[src/fcs_pkg.sv]
package fcs_pkg;
  localparam int FCS_IDX_CONTROL = 0;
  localparam int FCS_IDX_CONFIG = 1;
  localparam int FCS_IDX_STATUS = 2;
  localparam logic [11:0] FCS_OFF_CONTROL = 12'(4 * FCS_IDX_CONTROL);
  localparam logic [11:0] FCS_OFF_CONFIG = 12'(4 * FCS_IDX_CONFIG);
  localparam logic [11:0] FCS_OFF_STATUS = 12'(4 * FCS_IDX_STATUS);
  localparam logic [11:0] FCS_OFF_FLASH_WORDS = 12'h00C;
  localparam logic [11:0] FCS_OFF_BOOT_APP_WORDS = 12'h010;
  localparam logic [11:0] FCS_OFF_BOOT_WORDS = 12'h014;
  localparam logic [11:0] FCS_OFF_BOOTCFG = 12'h018;
  localparam int FCS_BIT_ENABLE = 0;
  localparam int FCS_BIT_FAIL_IE = 1;
  localparam int FCS_BIT_SELF_RESET = 7;
  localparam int FCS_BIT_BUSY = 0;
  localparam int FCS_BIT_PASS = 1;
  localparam int FCS_MODE_LSB = 4;
  localparam int FCS_SECT_LSB = 0;
  localparam logic [7:0] FCS_CONTROL_RESET = 8'h00;
  localparam logic [7:0] FCS_CONFIG_RESET = 8'h00;
  localparam logic [7:0] FCS_STATUS_RESET = 8'h02;
  localparam logic [1:0] FCS_MODE_PRIORITY = 2'h0;
  localparam logic [1:0] FCS_MODE_SINGLE_BG = 2'h2;
  localparam logic [1:0] FCS_MODE_REPEAT_BG = 2'h3;
  localparam logic [1:0] FCS_SECT_FLASH = 2'h0;
  localparam logic [1:0] FCS_SECT_BOOT_APP = 2'h1;
  localparam logic [1:0] FCS_SECT_BOOT = 2'h2;
  localparam int FCS_START_DELAY_CYCLES = 3;
  localparam int FCS_FETCH_SPACING_CYCLES = 3;
  localparam logic [15:0] FCS_CRC_POLY = 16'h1021;
  localparam logic [15:0] FCS_CRC_INIT = 16'hFFFF;
  localparam logic [15:0] FCS_CRC_RESIDUE = 16'h0000;
  typedef struct packed {
    logic [1:0] mode;
    logic [1:0] section;
  } fcs_setup_t;
  typedef enum logic [3:0] {
    FCS_IDLE = 4'h1,
    FCS_WAIT = 4'h2,
    FCS_FETCH = 4'h4,
    FCS_CHECK = 4'h8
  } fcs_state_t;
endpackage

[src/fcs_scan_control.sv]
`timescale 1ns/1ps
module fcs_scan_control #(
  parameter int ADDR_W = 16
) (
  input wire logic clk,
  input wire logic rst_n,
  input wire logic clk_en,
  input wire logic psel,
  input wire logic penable,
  input wire logic pwrite,
  input wire logic [11:0] paddr,
  input wire logic [31:0] pwdata,
  output logic [31:0] prdata,
  output logic pready,
  output logic pslverr,
  input wire logic boot_scan_req,
  input wire fcs_pkg::fcs_setup_t boot_scan_setup,
  output logic cpu_stall,
  output logic flash_req,
  output logic flash_low_prio,
  output logic [ADDR_W-1:0] flash_addr,
  input wire logic flash_gnt,
  input wire logic [15:0] flash_rdata,
  output logic fail_nmi
);
  import fcs_pkg::*;

  localparam logic [1:0] START_CNT = 2'(FCS_START_DELAY_CYCLES - 1);
  localparam logic [1:0] SPACE_CNT = 2'(FCS_FETCH_SPACING_CYCLES - 1);
  localparam int SEL_CTRL = 0;
  localparam int SEL_CFG = 1;
  localparam int SEL_STAT = 2;
  localparam int SEL_FLASH = 3;
  localparam int SEL_BOOT_APP = 4;
  localparam int SEL_BOOT = 5;

  logic enable;
  logic fail_ie;
  fcs_setup_t setup;
  logic busy;
  logic pass;
  logic self_rst_pend;
  logic boot_sync1;
  logic boot_sync2;
  logic boot_seen;
  logic startup_scan;
  logic [ADDR_W-1:0] flash_words;
  logic [ADDR_W-1:0] boot_app_words;
  logic [ADDR_W-1:0] boot_words;
  logic [ADDR_W-1:0] last_addr;
  logic [1:0] gap_cnt;
  logic [15:0] crc;
  fcs_state_t state;

  ////////////////////////////////////////////////////////////////////////////
  // Decode

  function automatic logic [15:0] crc_word(input logic [15:0] c, input logic [15:0] d);
    logic [15:0] r;
    r = c;
    for (int i = 15; i >= 0; i--) begin
      r = (r[15] ^ d[i]) ? ((r << 1) ^ FCS_CRC_POLY) : (r << 1);
    end
    return r;
  endfunction

  function automatic logic setup_legal(input fcs_setup_t s);
    return (s.mode != 2'h1) && (s.section != 2'h3);
  endfunction

  // Shared by the error flag and every write strobe; the read mux decodes paddr itself
  function automatic logic [5:0] reg_select(input logic [11:0] a);
    logic [5:0] s;
    s = 6'h00;
    unique case (a)
      FCS_OFF_CONTROL: s[SEL_CTRL] = 1'b1;
      FCS_OFF_CONFIG: s[SEL_CFG] = 1'b1;
      FCS_OFF_STATUS: s[SEL_STAT] = 1'b1;
      FCS_OFF_FLASH_WORDS: s[SEL_FLASH] = 1'b1;
      FCS_OFF_BOOT_APP_WORDS: s[SEL_BOOT_APP] = 1'b1;
      FCS_OFF_BOOT_WORDS: s[SEL_BOOT] = 1'b1;
      default: s = 6'h00;
    endcase
    return s;
  endfunction

  logic wr_acc;
  logic nmi_fired;
  logic ctrl_wr;
  logic cfg_wr;
  logic self_rst_req;
  logic start_req;
  logic pass_done;
  logic fail_done;
  logic repeat_go;
  logic boot_rise;
  logic launch;
  logic [5:0] sel;

  assign wr_acc = psel && penable && pwrite && clk_en;
  assign nmi_fired = fail_nmi;
  assign sel = reg_select(paddr);
  assign ctrl_wr = wr_acc && sel[SEL_CTRL] && !nmi_fired;
  assign cfg_wr = wr_acc && sel[SEL_CFG] && !busy && !nmi_fired;
  assign self_rst_req = ctrl_wr && pwdata[FCS_BIT_SELF_RESET]
                        && (!fail_ie || !busy);
  assign start_req = ctrl_wr && pwdata[FCS_BIT_ENABLE] && !self_rst_req;
  assign pass_done = state == FCS_CHECK && crc == FCS_CRC_RESIDUE;
  assign fail_done = state == FCS_CHECK && crc != FCS_CRC_RESIDUE;
  assign repeat_go = pass_done && enable && setup.mode == FCS_MODE_REPEAT_BG;
  assign boot_rise = boot_sync2 && !boot_seen;
  // Reserved settings never launch from software; a startup request launches whatever its section
  assign launch = (start_req && setup_legal(setup)) || boot_rise;

  always_comb begin
    unique case (setup.section)
      FCS_SECT_BOOT_APP: last_addr = boot_app_words - ADDR_W'(1);
      FCS_SECT_BOOT: last_addr = boot_words - ADDR_W'(1);
      default: last_addr = flash_words - ADDR_W'(1);
    endcase
  end

  ////////////////////////////////////////////////////////////////////////////
  // APB slave

  // Zero-wait slave: the answer always lands in the first access cycle
  always_ff @(posedge clk) begin
    if (!rst_n) begin
      pready <= 1'b0;
      pslverr <= 1'b0;
    end else if (clk_en) begin
      pready <= psel && !penable;
      pslverr <= psel && !penable && sel == 6'h00;
    end
  end

  always_ff @(posedge clk) begin
    if (!rst_n) begin
      prdata <= 32'h0;
    end else if (clk_en) begin
      prdata <= 32'h0;
      if (psel && !penable && !pwrite) begin
        unique case (paddr)
          FCS_OFF_CONTROL: prdata <= {30'h0, fail_ie, enable};
          FCS_OFF_CONFIG: prdata <= {26'h0, setup.mode, 2'h0, setup.section};
          FCS_OFF_STATUS: prdata <= {30'h0, pass && !busy, busy};
          FCS_OFF_FLASH_WORDS: prdata <= 32'(flash_words);
          FCS_OFF_BOOT_APP_WORDS: prdata <= 32'(boot_app_words);
          FCS_OFF_BOOT_WORDS: prdata <= 32'(boot_words);
          default: prdata <= 32'h0;
        endcase
      end
    end
  end

  // Section sizes stand in for fuses; locked while busy so the end stays put
  always_ff @(posedge clk) begin
    if (!rst_n) begin
      flash_words <= '1;
      boot_app_words <= '1;
      boot_words <= '1;
    end else if (wr_acc && !busy) begin
      if (sel[SEL_FLASH]) flash_words <= pwdata[ADDR_W-1:0];
      if (sel[SEL_BOOT_APP]) boot_app_words <= pwdata[ADDR_W-1:0];
      if (sel[SEL_BOOT]) boot_words <= pwdata[ADDR_W-1:0];
    end
  end

  ////////////////////////////////////////////////////////////////////////////
  // Startup scan request from the reset sequencer

  always_ff @(posedge clk) begin
    if (!rst_n) begin
      boot_sync1 <= 1'b0;
      boot_sync2 <= 1'b0;
      boot_seen <= 1'b0;
    end else if (clk_en) begin
      boot_sync1 <= boot_scan_req;
      boot_sync2 <= boot_sync1;
      boot_seen <= boot_sync2;
    end
  end

  ////////////////////////////////////////////////////////////////////////////
  // Control and config registers

  always_ff @(posedge clk) begin
    if (!rst_n) begin
      self_rst_pend <= 1'b0;
    end else if (clk_en) begin
      self_rst_pend <= self_rst_req;
    end
  end

  always_ff @(posedge clk) begin
    if (!rst_n) begin
      fail_ie <= 1'b0;
    end else if (clk_en && ctrl_wr && pwdata[FCS_BIT_FAIL_IE] && !busy) begin
      fail_ie <= 1'b1;
    end
  end

  always_ff @(posedge clk) begin
    if (!rst_n) begin
      enable <= FCS_CONTROL_RESET[FCS_BIT_ENABLE];
      setup <= fcs_fcs_cfg(FCS_CONFIG_RESET);
    end else if (clk_en) begin
      if (self_rst_pend) begin
        enable <= 1'b0;
        setup <= fcs_fcs_cfg(FCS_CONFIG_RESET);
      end else if (boot_sync2 && !boot_seen) begin
        enable <= 1'b1;
        setup <= '{mode: FCS_MODE_SINGLE_BG, section: boot_scan_setup.section};
      end else begin
        if (ctrl_wr && !self_rst_req) enable <= pwdata[FCS_BIT_ENABLE];
        if (cfg_wr) begin
          setup.mode <= pwdata[FCS_MODE_LSB+:2];
          setup.section <= pwdata[FCS_SECT_LSB+:2];
        end
        if (fail_done) enable <= 1'b0;
      end
    end
  end

  function automatic fcs_setup_t fcs_fcs_cfg(input logic [7:0] v);
    return '{mode: v[FCS_MODE_LSB+:2], section: v[FCS_SECT_LSB+:2]};
  endfunction

  ////////////////////////////////////////////////////////////////////////////
  // Scan status

  // Self-reset wins over a pass that ends in the same cycle
  always_ff @(posedge clk) begin
    if (!rst_n) begin
      busy <= FCS_STATUS_RESET[FCS_BIT_BUSY];
      pass <= FCS_STATUS_RESET[FCS_BIT_PASS];
    end else if (clk_en) begin
      if (self_rst_pend) begin
        busy <= FCS_STATUS_RESET[FCS_BIT_BUSY];
        pass <= 1'b0;
      end else if (state == FCS_IDLE && launch) begin
        busy <= 1'b1;
        pass <= 1'b0;
      end else if (state == FCS_IDLE && start_req) begin
        pass <= 1'b0;
      end else if (state == FCS_CHECK && !repeat_go) begin
        busy <= 1'b0;
        pass <= pass_done;
      end
    end
  end

  // Startup launches keep normal fetch priority even in background mode
  always_ff @(posedge clk) begin
    if (!rst_n) begin
      startup_scan <= 1'b0;
    end else if (clk_en && state == FCS_IDLE && launch) begin
      startup_scan <= boot_rise;
    end
  end

  ////////////////////////////////////////////////////////////////////////////
  // Scan engine

  always_ff @(posedge clk) begin
    if (!rst_n) begin
      state <= FCS_IDLE;
      gap_cnt <= 2'h0;
      crc <= FCS_CRC_INIT;
      flash_addr <= '0;
      flash_req <= 1'b0;
      flash_low_prio <= 1'b0;
      cpu_stall <= 1'b0;
    end else if (clk_en) begin
      if (self_rst_pend) begin
        state <= FCS_IDLE;
        flash_req <= 1'b0;
        cpu_stall <= 1'b0;
      end else begin
        unique case (state)
          FCS_IDLE: begin
            if (launch) begin
              state <= FCS_WAIT;
              gap_cnt <= START_CNT;
            end
          end
          FCS_WAIT: begin
            if (gap_cnt == 2'h0) begin
              state <= FCS_FETCH;
              crc <= FCS_CRC_INIT;
              flash_addr <= '0;
              flash_req <= 1'b1;
              flash_low_prio <= setup.mode != FCS_MODE_PRIORITY && !startup_scan;
              cpu_stall <= setup.mode == FCS_MODE_PRIORITY;
            end else begin
              gap_cnt <= gap_cnt - 2'h1;
            end
          end
          FCS_FETCH: begin
            if (gap_cnt != 2'h0) begin
              gap_cnt <= gap_cnt - 2'h1;
            end else if (flash_req && flash_gnt) begin
              crc <= crc_word(crc, flash_rdata);
              flash_req <= 1'b0;
              gap_cnt <= SPACE_CNT;
              if (flash_addr == last_addr) begin
                state <= FCS_CHECK;
              end else begin
                flash_addr <= flash_addr + ADDR_W'(1);
              end
            end else begin
              flash_req <= 1'b1;
            end
          end
          FCS_CHECK: begin
            cpu_stall <= 1'b0;
            if (repeat_go) begin
              state <= FCS_WAIT;
              gap_cnt <= 2'h0;
            end else begin
              state <= FCS_IDLE;
            end
          end
          default: state <= FCS_IDLE;
        endcase
      end
    end
  end

  ////////////////////////////////////////////////////////////////////////////
  // Failure interrupt, held until system reset

  always_ff @(posedge clk) begin
    if (!rst_n) begin
      fail_nmi <= 1'b0;
    end else if (clk_en && fail_done && fail_ie) begin
      fail_nmi <= 1'b1;
    end
  end

endmodule // fcs_scan_control

[config.mk]
export PLATFORM = sky130hd
export DESIGN_NAME = fcs_scan_control
export DESIGN_NICKNAME = d
export VERILOG_FILES = /design/src/fcs_pkg.sv /design/src/fcs_scan_control.sv
export SDC_FILE = /design/constraint.sdc
export NUM_CORES = 1
export LEC_CHECK = 0
export CORE_AREA = 5 5 144 146
export CTS_BUF_LIST = sky130_fd_sc_hd__clkbuf_4 sky130_fd_sc_hd__clkbuf_8
export DETAILED_ROUTE_END_ITERATION = 10
export DIE_AREA = 0 0 149 151
export DONT_BUFFER_PORTS = 1
export GPL_TIMING_DRIVEN = 0
export MAX_ROUTING_LAYER = met4
export PLACE_DENSITY = 0.57
export SLEW_MARGIN = 25
export SYNTH_ARGS = -nofsm -noshare
export SYNTH_HDL_FRONTEND = slang
export SYNTH_SLANG_ARGS = --single-unit
[constraint.sdc]
create_clock -name clk -period 6.9 [get_ports clk]
set_input_delay 0.345 -clock clk [delete_from_list [all_inputs] [get_ports clk]]
set_output_delay 0.345 -clock clk [all_outputs]
set_load 0.005 [all_outputs]
==> impl_metrics.py <==
metrics = {
    "yosys": {
        "synthesis.instances": 876,
        "synth.avg_cell_area_um2": 8.04,
        "syn_area_um2": 7050,
        "yosysUniqueCellTypes": 65,
        "synth_edf_count": 0,
        "async_flop_share_pct": 0,
        "yosysWarningCount": 0,
        "ys_seq_area_share_pct": 34.4,
        "synth_top_flop_cell": "dfxtp_1",
        "synth-seq-cells": 121,
    },
    "setup_path": {
        "crit_fanout": 10,
        "worstRegToRegCells": 17,
        "r2r-start": "setup[0]$_SDFFE_PN0P_",
        "crit_family": "compound AO/OA/AOI/OAI gates",
        "worstPathRequired_ps": 7280,
        "path_cells": "inv_1 -> ha_1 -> buf_2 -> buf_6 -> a221oi_1 -> or2_2 -> ha_1 -> inv_1 -> nor4_4 -> xnor2_1 -> a2111oi_4 -> o211ai_2 -> nor3_4 -> buf_6 -> buf_6 -> o31ai_1 -> a21oi_1",
        "arrival_ps": 4460,
        "rr_endpoint": "flash_addr[13]$_SDFFE_PN0P_",
        "crit_type": "flip-flop to flip-flop",
        "critPathLaunch": "setup[0]$_SDFFE_PN0P_",
        "cpPeakStageDelay_ps": 410,
        "r2r_setup_slack_ps": 2820,
        "start_kind": "flip-flop",
        "slowest_stage": "dfxtp_1",
        "timing.critical_path.buf_inv": 6,
        "crit_path_frequent_cell": "buf_6",
        "worst_setup_path_end_kind": "flip-flop",
    },
    "drt": {
        "first_iter_violations": 461,
        "vias": 6430,
        "finalWirelength_mm": 21.6,
        "post-route-drc-count": 0,
        "ant_nets": 0,
        "wl_per_cell_um": 17.9,
        "firstDrtPassIters": 6,
        "viasPerCell": 5.34,
    },
    "flow_run": {
        "cap_violations": 0,
    },
    "die": {
        "die_x_um": 149,
        "row_count": 51,
        "die_area_um2": 22500,
        "core_area_um2": 19300,
        "io-pin-count": 126,
        "die_h_um": 151,
        "initial_core_util_pct": 36.6,
    },
    "cells_and_area": {
        "layout_common_cells": "nand2_1, dfxtp_1, nand3_1, a21oi_1, nor2_1",
        "fin_util_pct": 41.8,
        "fin_nets": 1006,
        "drive_above_1_share_pct": 10.6,
        "diodes": 0,
        "layout_commonest_cell": "nand2_1",
        "final_cells": 1205,
        "area_growth_pct": 14.3,
    },
    "min_path": {
        "hold_depth": 2,
        "hold_class": "input port to flip-flop",
        "hp-start": "pwdata[8]",
        "hold_path_end": "flash_words[8]$_SDFFE_PN1P_",
    },
    "clock_network": {
        "cts.sink_count": 121,
        "path_clk_slew_ps": 80,
        "cts-root-buf": "clkbuf_8",
        "clock_path_buffers": 2,
        "htreeDepth": 4,
        "cts_setup_buffers": 0,
        "worstSkewPairLatency_ps": 450,
        "cts_tree": "built",
        "cts.repair.resized": 0,
        "postCtsHoldBufs": 16,
        "numCtsBuffers": 17,
    },
    "pwr": {
        "power.static_leakage_nw": 2.96,
        "power.density_nw_per_um2": 196,
        "peakVddDrop_v": 0.000102,
    },
    "global_route": {
        "grt_pass1_vias": 6049,
        "antenna_found_initial": 0,
        "grt.total_usage_pct": 19.5,
        "grt_pass1_wl_mm": 33.3,
        "grt_max_degree": 17,
        "overflow": 0,
    },
    "timing": {
        "setup-tns-final_ps": 0,
        "final_max_slew_viol_count": 0,
        "max-slew-margin-rel_pct": 46.9,
        "setup_viol": 0,
        "grt_setup_unrepaired": "no",
        "fmax_mhz": 245,
        "finalHoldViolations": 0,
        "post-route-period-util_pct": 59.1,
        "fin_skew_ps": 12.1,
        "setup_ws_ps": 2820,
        "fin_crit_ps": 4080,
        "worst_slew_pin_slew_ps": 785,
    },
    "placed_design": {
        "post-place-ws_ps": 2810,
        "dp_cells": 1156,
        "dp_hpwl_mm": 15.9,
        "portBuffers": 0,
        "gp_congestion": 0.907,
    },
    "status": {
        "outcome": "finished, final reports clean",
    },
}
==> stage by stage <==
| step | power (mW) | instance area (um^2) | hold slack [ps] |
|---|---|---|---|
| global placement | 0.852 | 7430 | 468 |
| detailed placement | 0.852 | 7430 | 474 |
| global route | 1.64 | 8050 | 1.05 |
| floorplan | 0.825 | 7100 | 455 |
| CTS | 1.58 | 8040 | 1.52 |
| finish | 1.57 | 8050 | 20.2 |
==> state kept, by name, indices dropped and copies added, names as in the netlist, 2 cells and up <==
register        count
boot_words         16
setup               4
boot_app_words     16
prdata             16
crc                16
flash_addr         16
flash_words        16
gap_cnt             2
state               4
==> power breakdown <==
group / total [mW] / switching (mW) / leakage, nW / internal (mW)
combinational: 0.146 / 0.0834 / 1.77 / 0.0626
sequential: 0.702 / 0.00221 / 0.978 / 0.700
clock: 0.727 / 0.322 / 0.212 / 0.405
==> how the worst max path moves through the flow <==
stage / endpoint / slack [ps] / cells after the start
2_1_floorplan: flash_addr[12]$_SDFFE_PN0P_ / 3500 / 17
6_report: flash_addr[13]$_SDFFE_PN0P_ / 2820 / 17
4_1_cts: flash_addr[12]$_SDFFE_PN0P_ / 2790 / 17
3_3_place_gp: flash_addr[13]$_SDFFE_PN0P_ / 2850 / 17
3_5_place_dp: flash_addr[12]$_SDFFE_PN0P_ / 2810 / 17
5_1_grt: flash_addr[0]$_SDFFE_PN0P_ / 2530 / 17
==> kinds of logic (layout without fill, tap and decap cells) <==
| family | Yosys count | after routing | synth area share, % |
|---|---|---|---|
| compound gates | 180 | 180 | 18.2 |
| mux | 23 | 23 | 3.52 |
| simple gates | 391 | 391 | 28.0 |
| xor+xnor | 69 | 69 | 8.58 |
| buf+inv | 84 | 133 | 6.00 |
| fa+ha+maj | 7 | 7 | 1.24 |
| other cells | 1 | 16 | 0.0532 |
| flops | 121 | 121 | 34.4 |
==> layout make-up <==
class,instances,area (um^2)
Sequential cell,121,2420
Clock inverter,14,195
Timing Repair Buffer,17,170
Multi-Input combinational cell,686,4260
Buffer,71,374
Clock buffer,18,248
Fill cell,2032,11200
Tap cell,265,332
Inverter,13,48.8
==> worst register-to-register path, stage by stage, from the launching register on <==
cell and delay (ps):
dfxtp_1 410, inv_1 60, ha_1 280, buf_2 190, buf_6 170, a221oi_1 400, or2_2 220, ha_1 180
inv_1 120, nor4_4 410, xnor2_1 180, a2111oi_4 360, o211ai_2 170, nor3_4 290, buf_6 180, buf_6 160
o31ai_1 90, a21oi_1 140
==> synthesized netlist by cell type, types with 7 or more instances <==
| master | number | area share, % |
|---|---|---|
| o21ai_0 | 19 | 1.3 |
| nor2b_1 | 36 | 3.2 |
| or4_1 | 13 | 1.4 |
| nor3_1 | 10 | 0.71 |
| nor2_1 | 51 | 2.7 |
| mux2i_1 | 9 | 1.3 |
| a21oi_1 | 53 | 3.8 |
| nand2b_1 | 7 | 0.62 |
| ha_1 | 7 | 1.2 |
| nand3_1 | 66 | 4.7 |
| or3_1 | 8 | 0.71 |
| a221oi_1 | 7 | 0.87 |
| buf_4 | 17 | 1.8 |
| clkbuf_1 | 41 | 2.2 |
| xnor2_1 | 48 | 6.0 |
| and3_1 | 9 | 0.80 |
| o31ai_1 | 15 | 1.6 |
| xor2_1 | 21 | 2.6 |
| nand2_1 | 142 | 7.6 |
| mux2_2 | 14 | 2.2 |
| dfxtp_1 | 121 | 34 |
| o211ai_1 | 14 | 1.5 |
| a22oi_1 | 22 | 2.3 |
| inv_1 | 12 | 0.64 |
==> per-layer routing <==
layer	share of wire, %	vias to the layer above	track usage, %
li1	-	3175	-
met1	46	3051	25.3
met2	46	174	29.7
met3	6.5	30	5.42
met4	1.7	0	5.81
met5	0	-	-
Power figures use the tool's default switching activity.
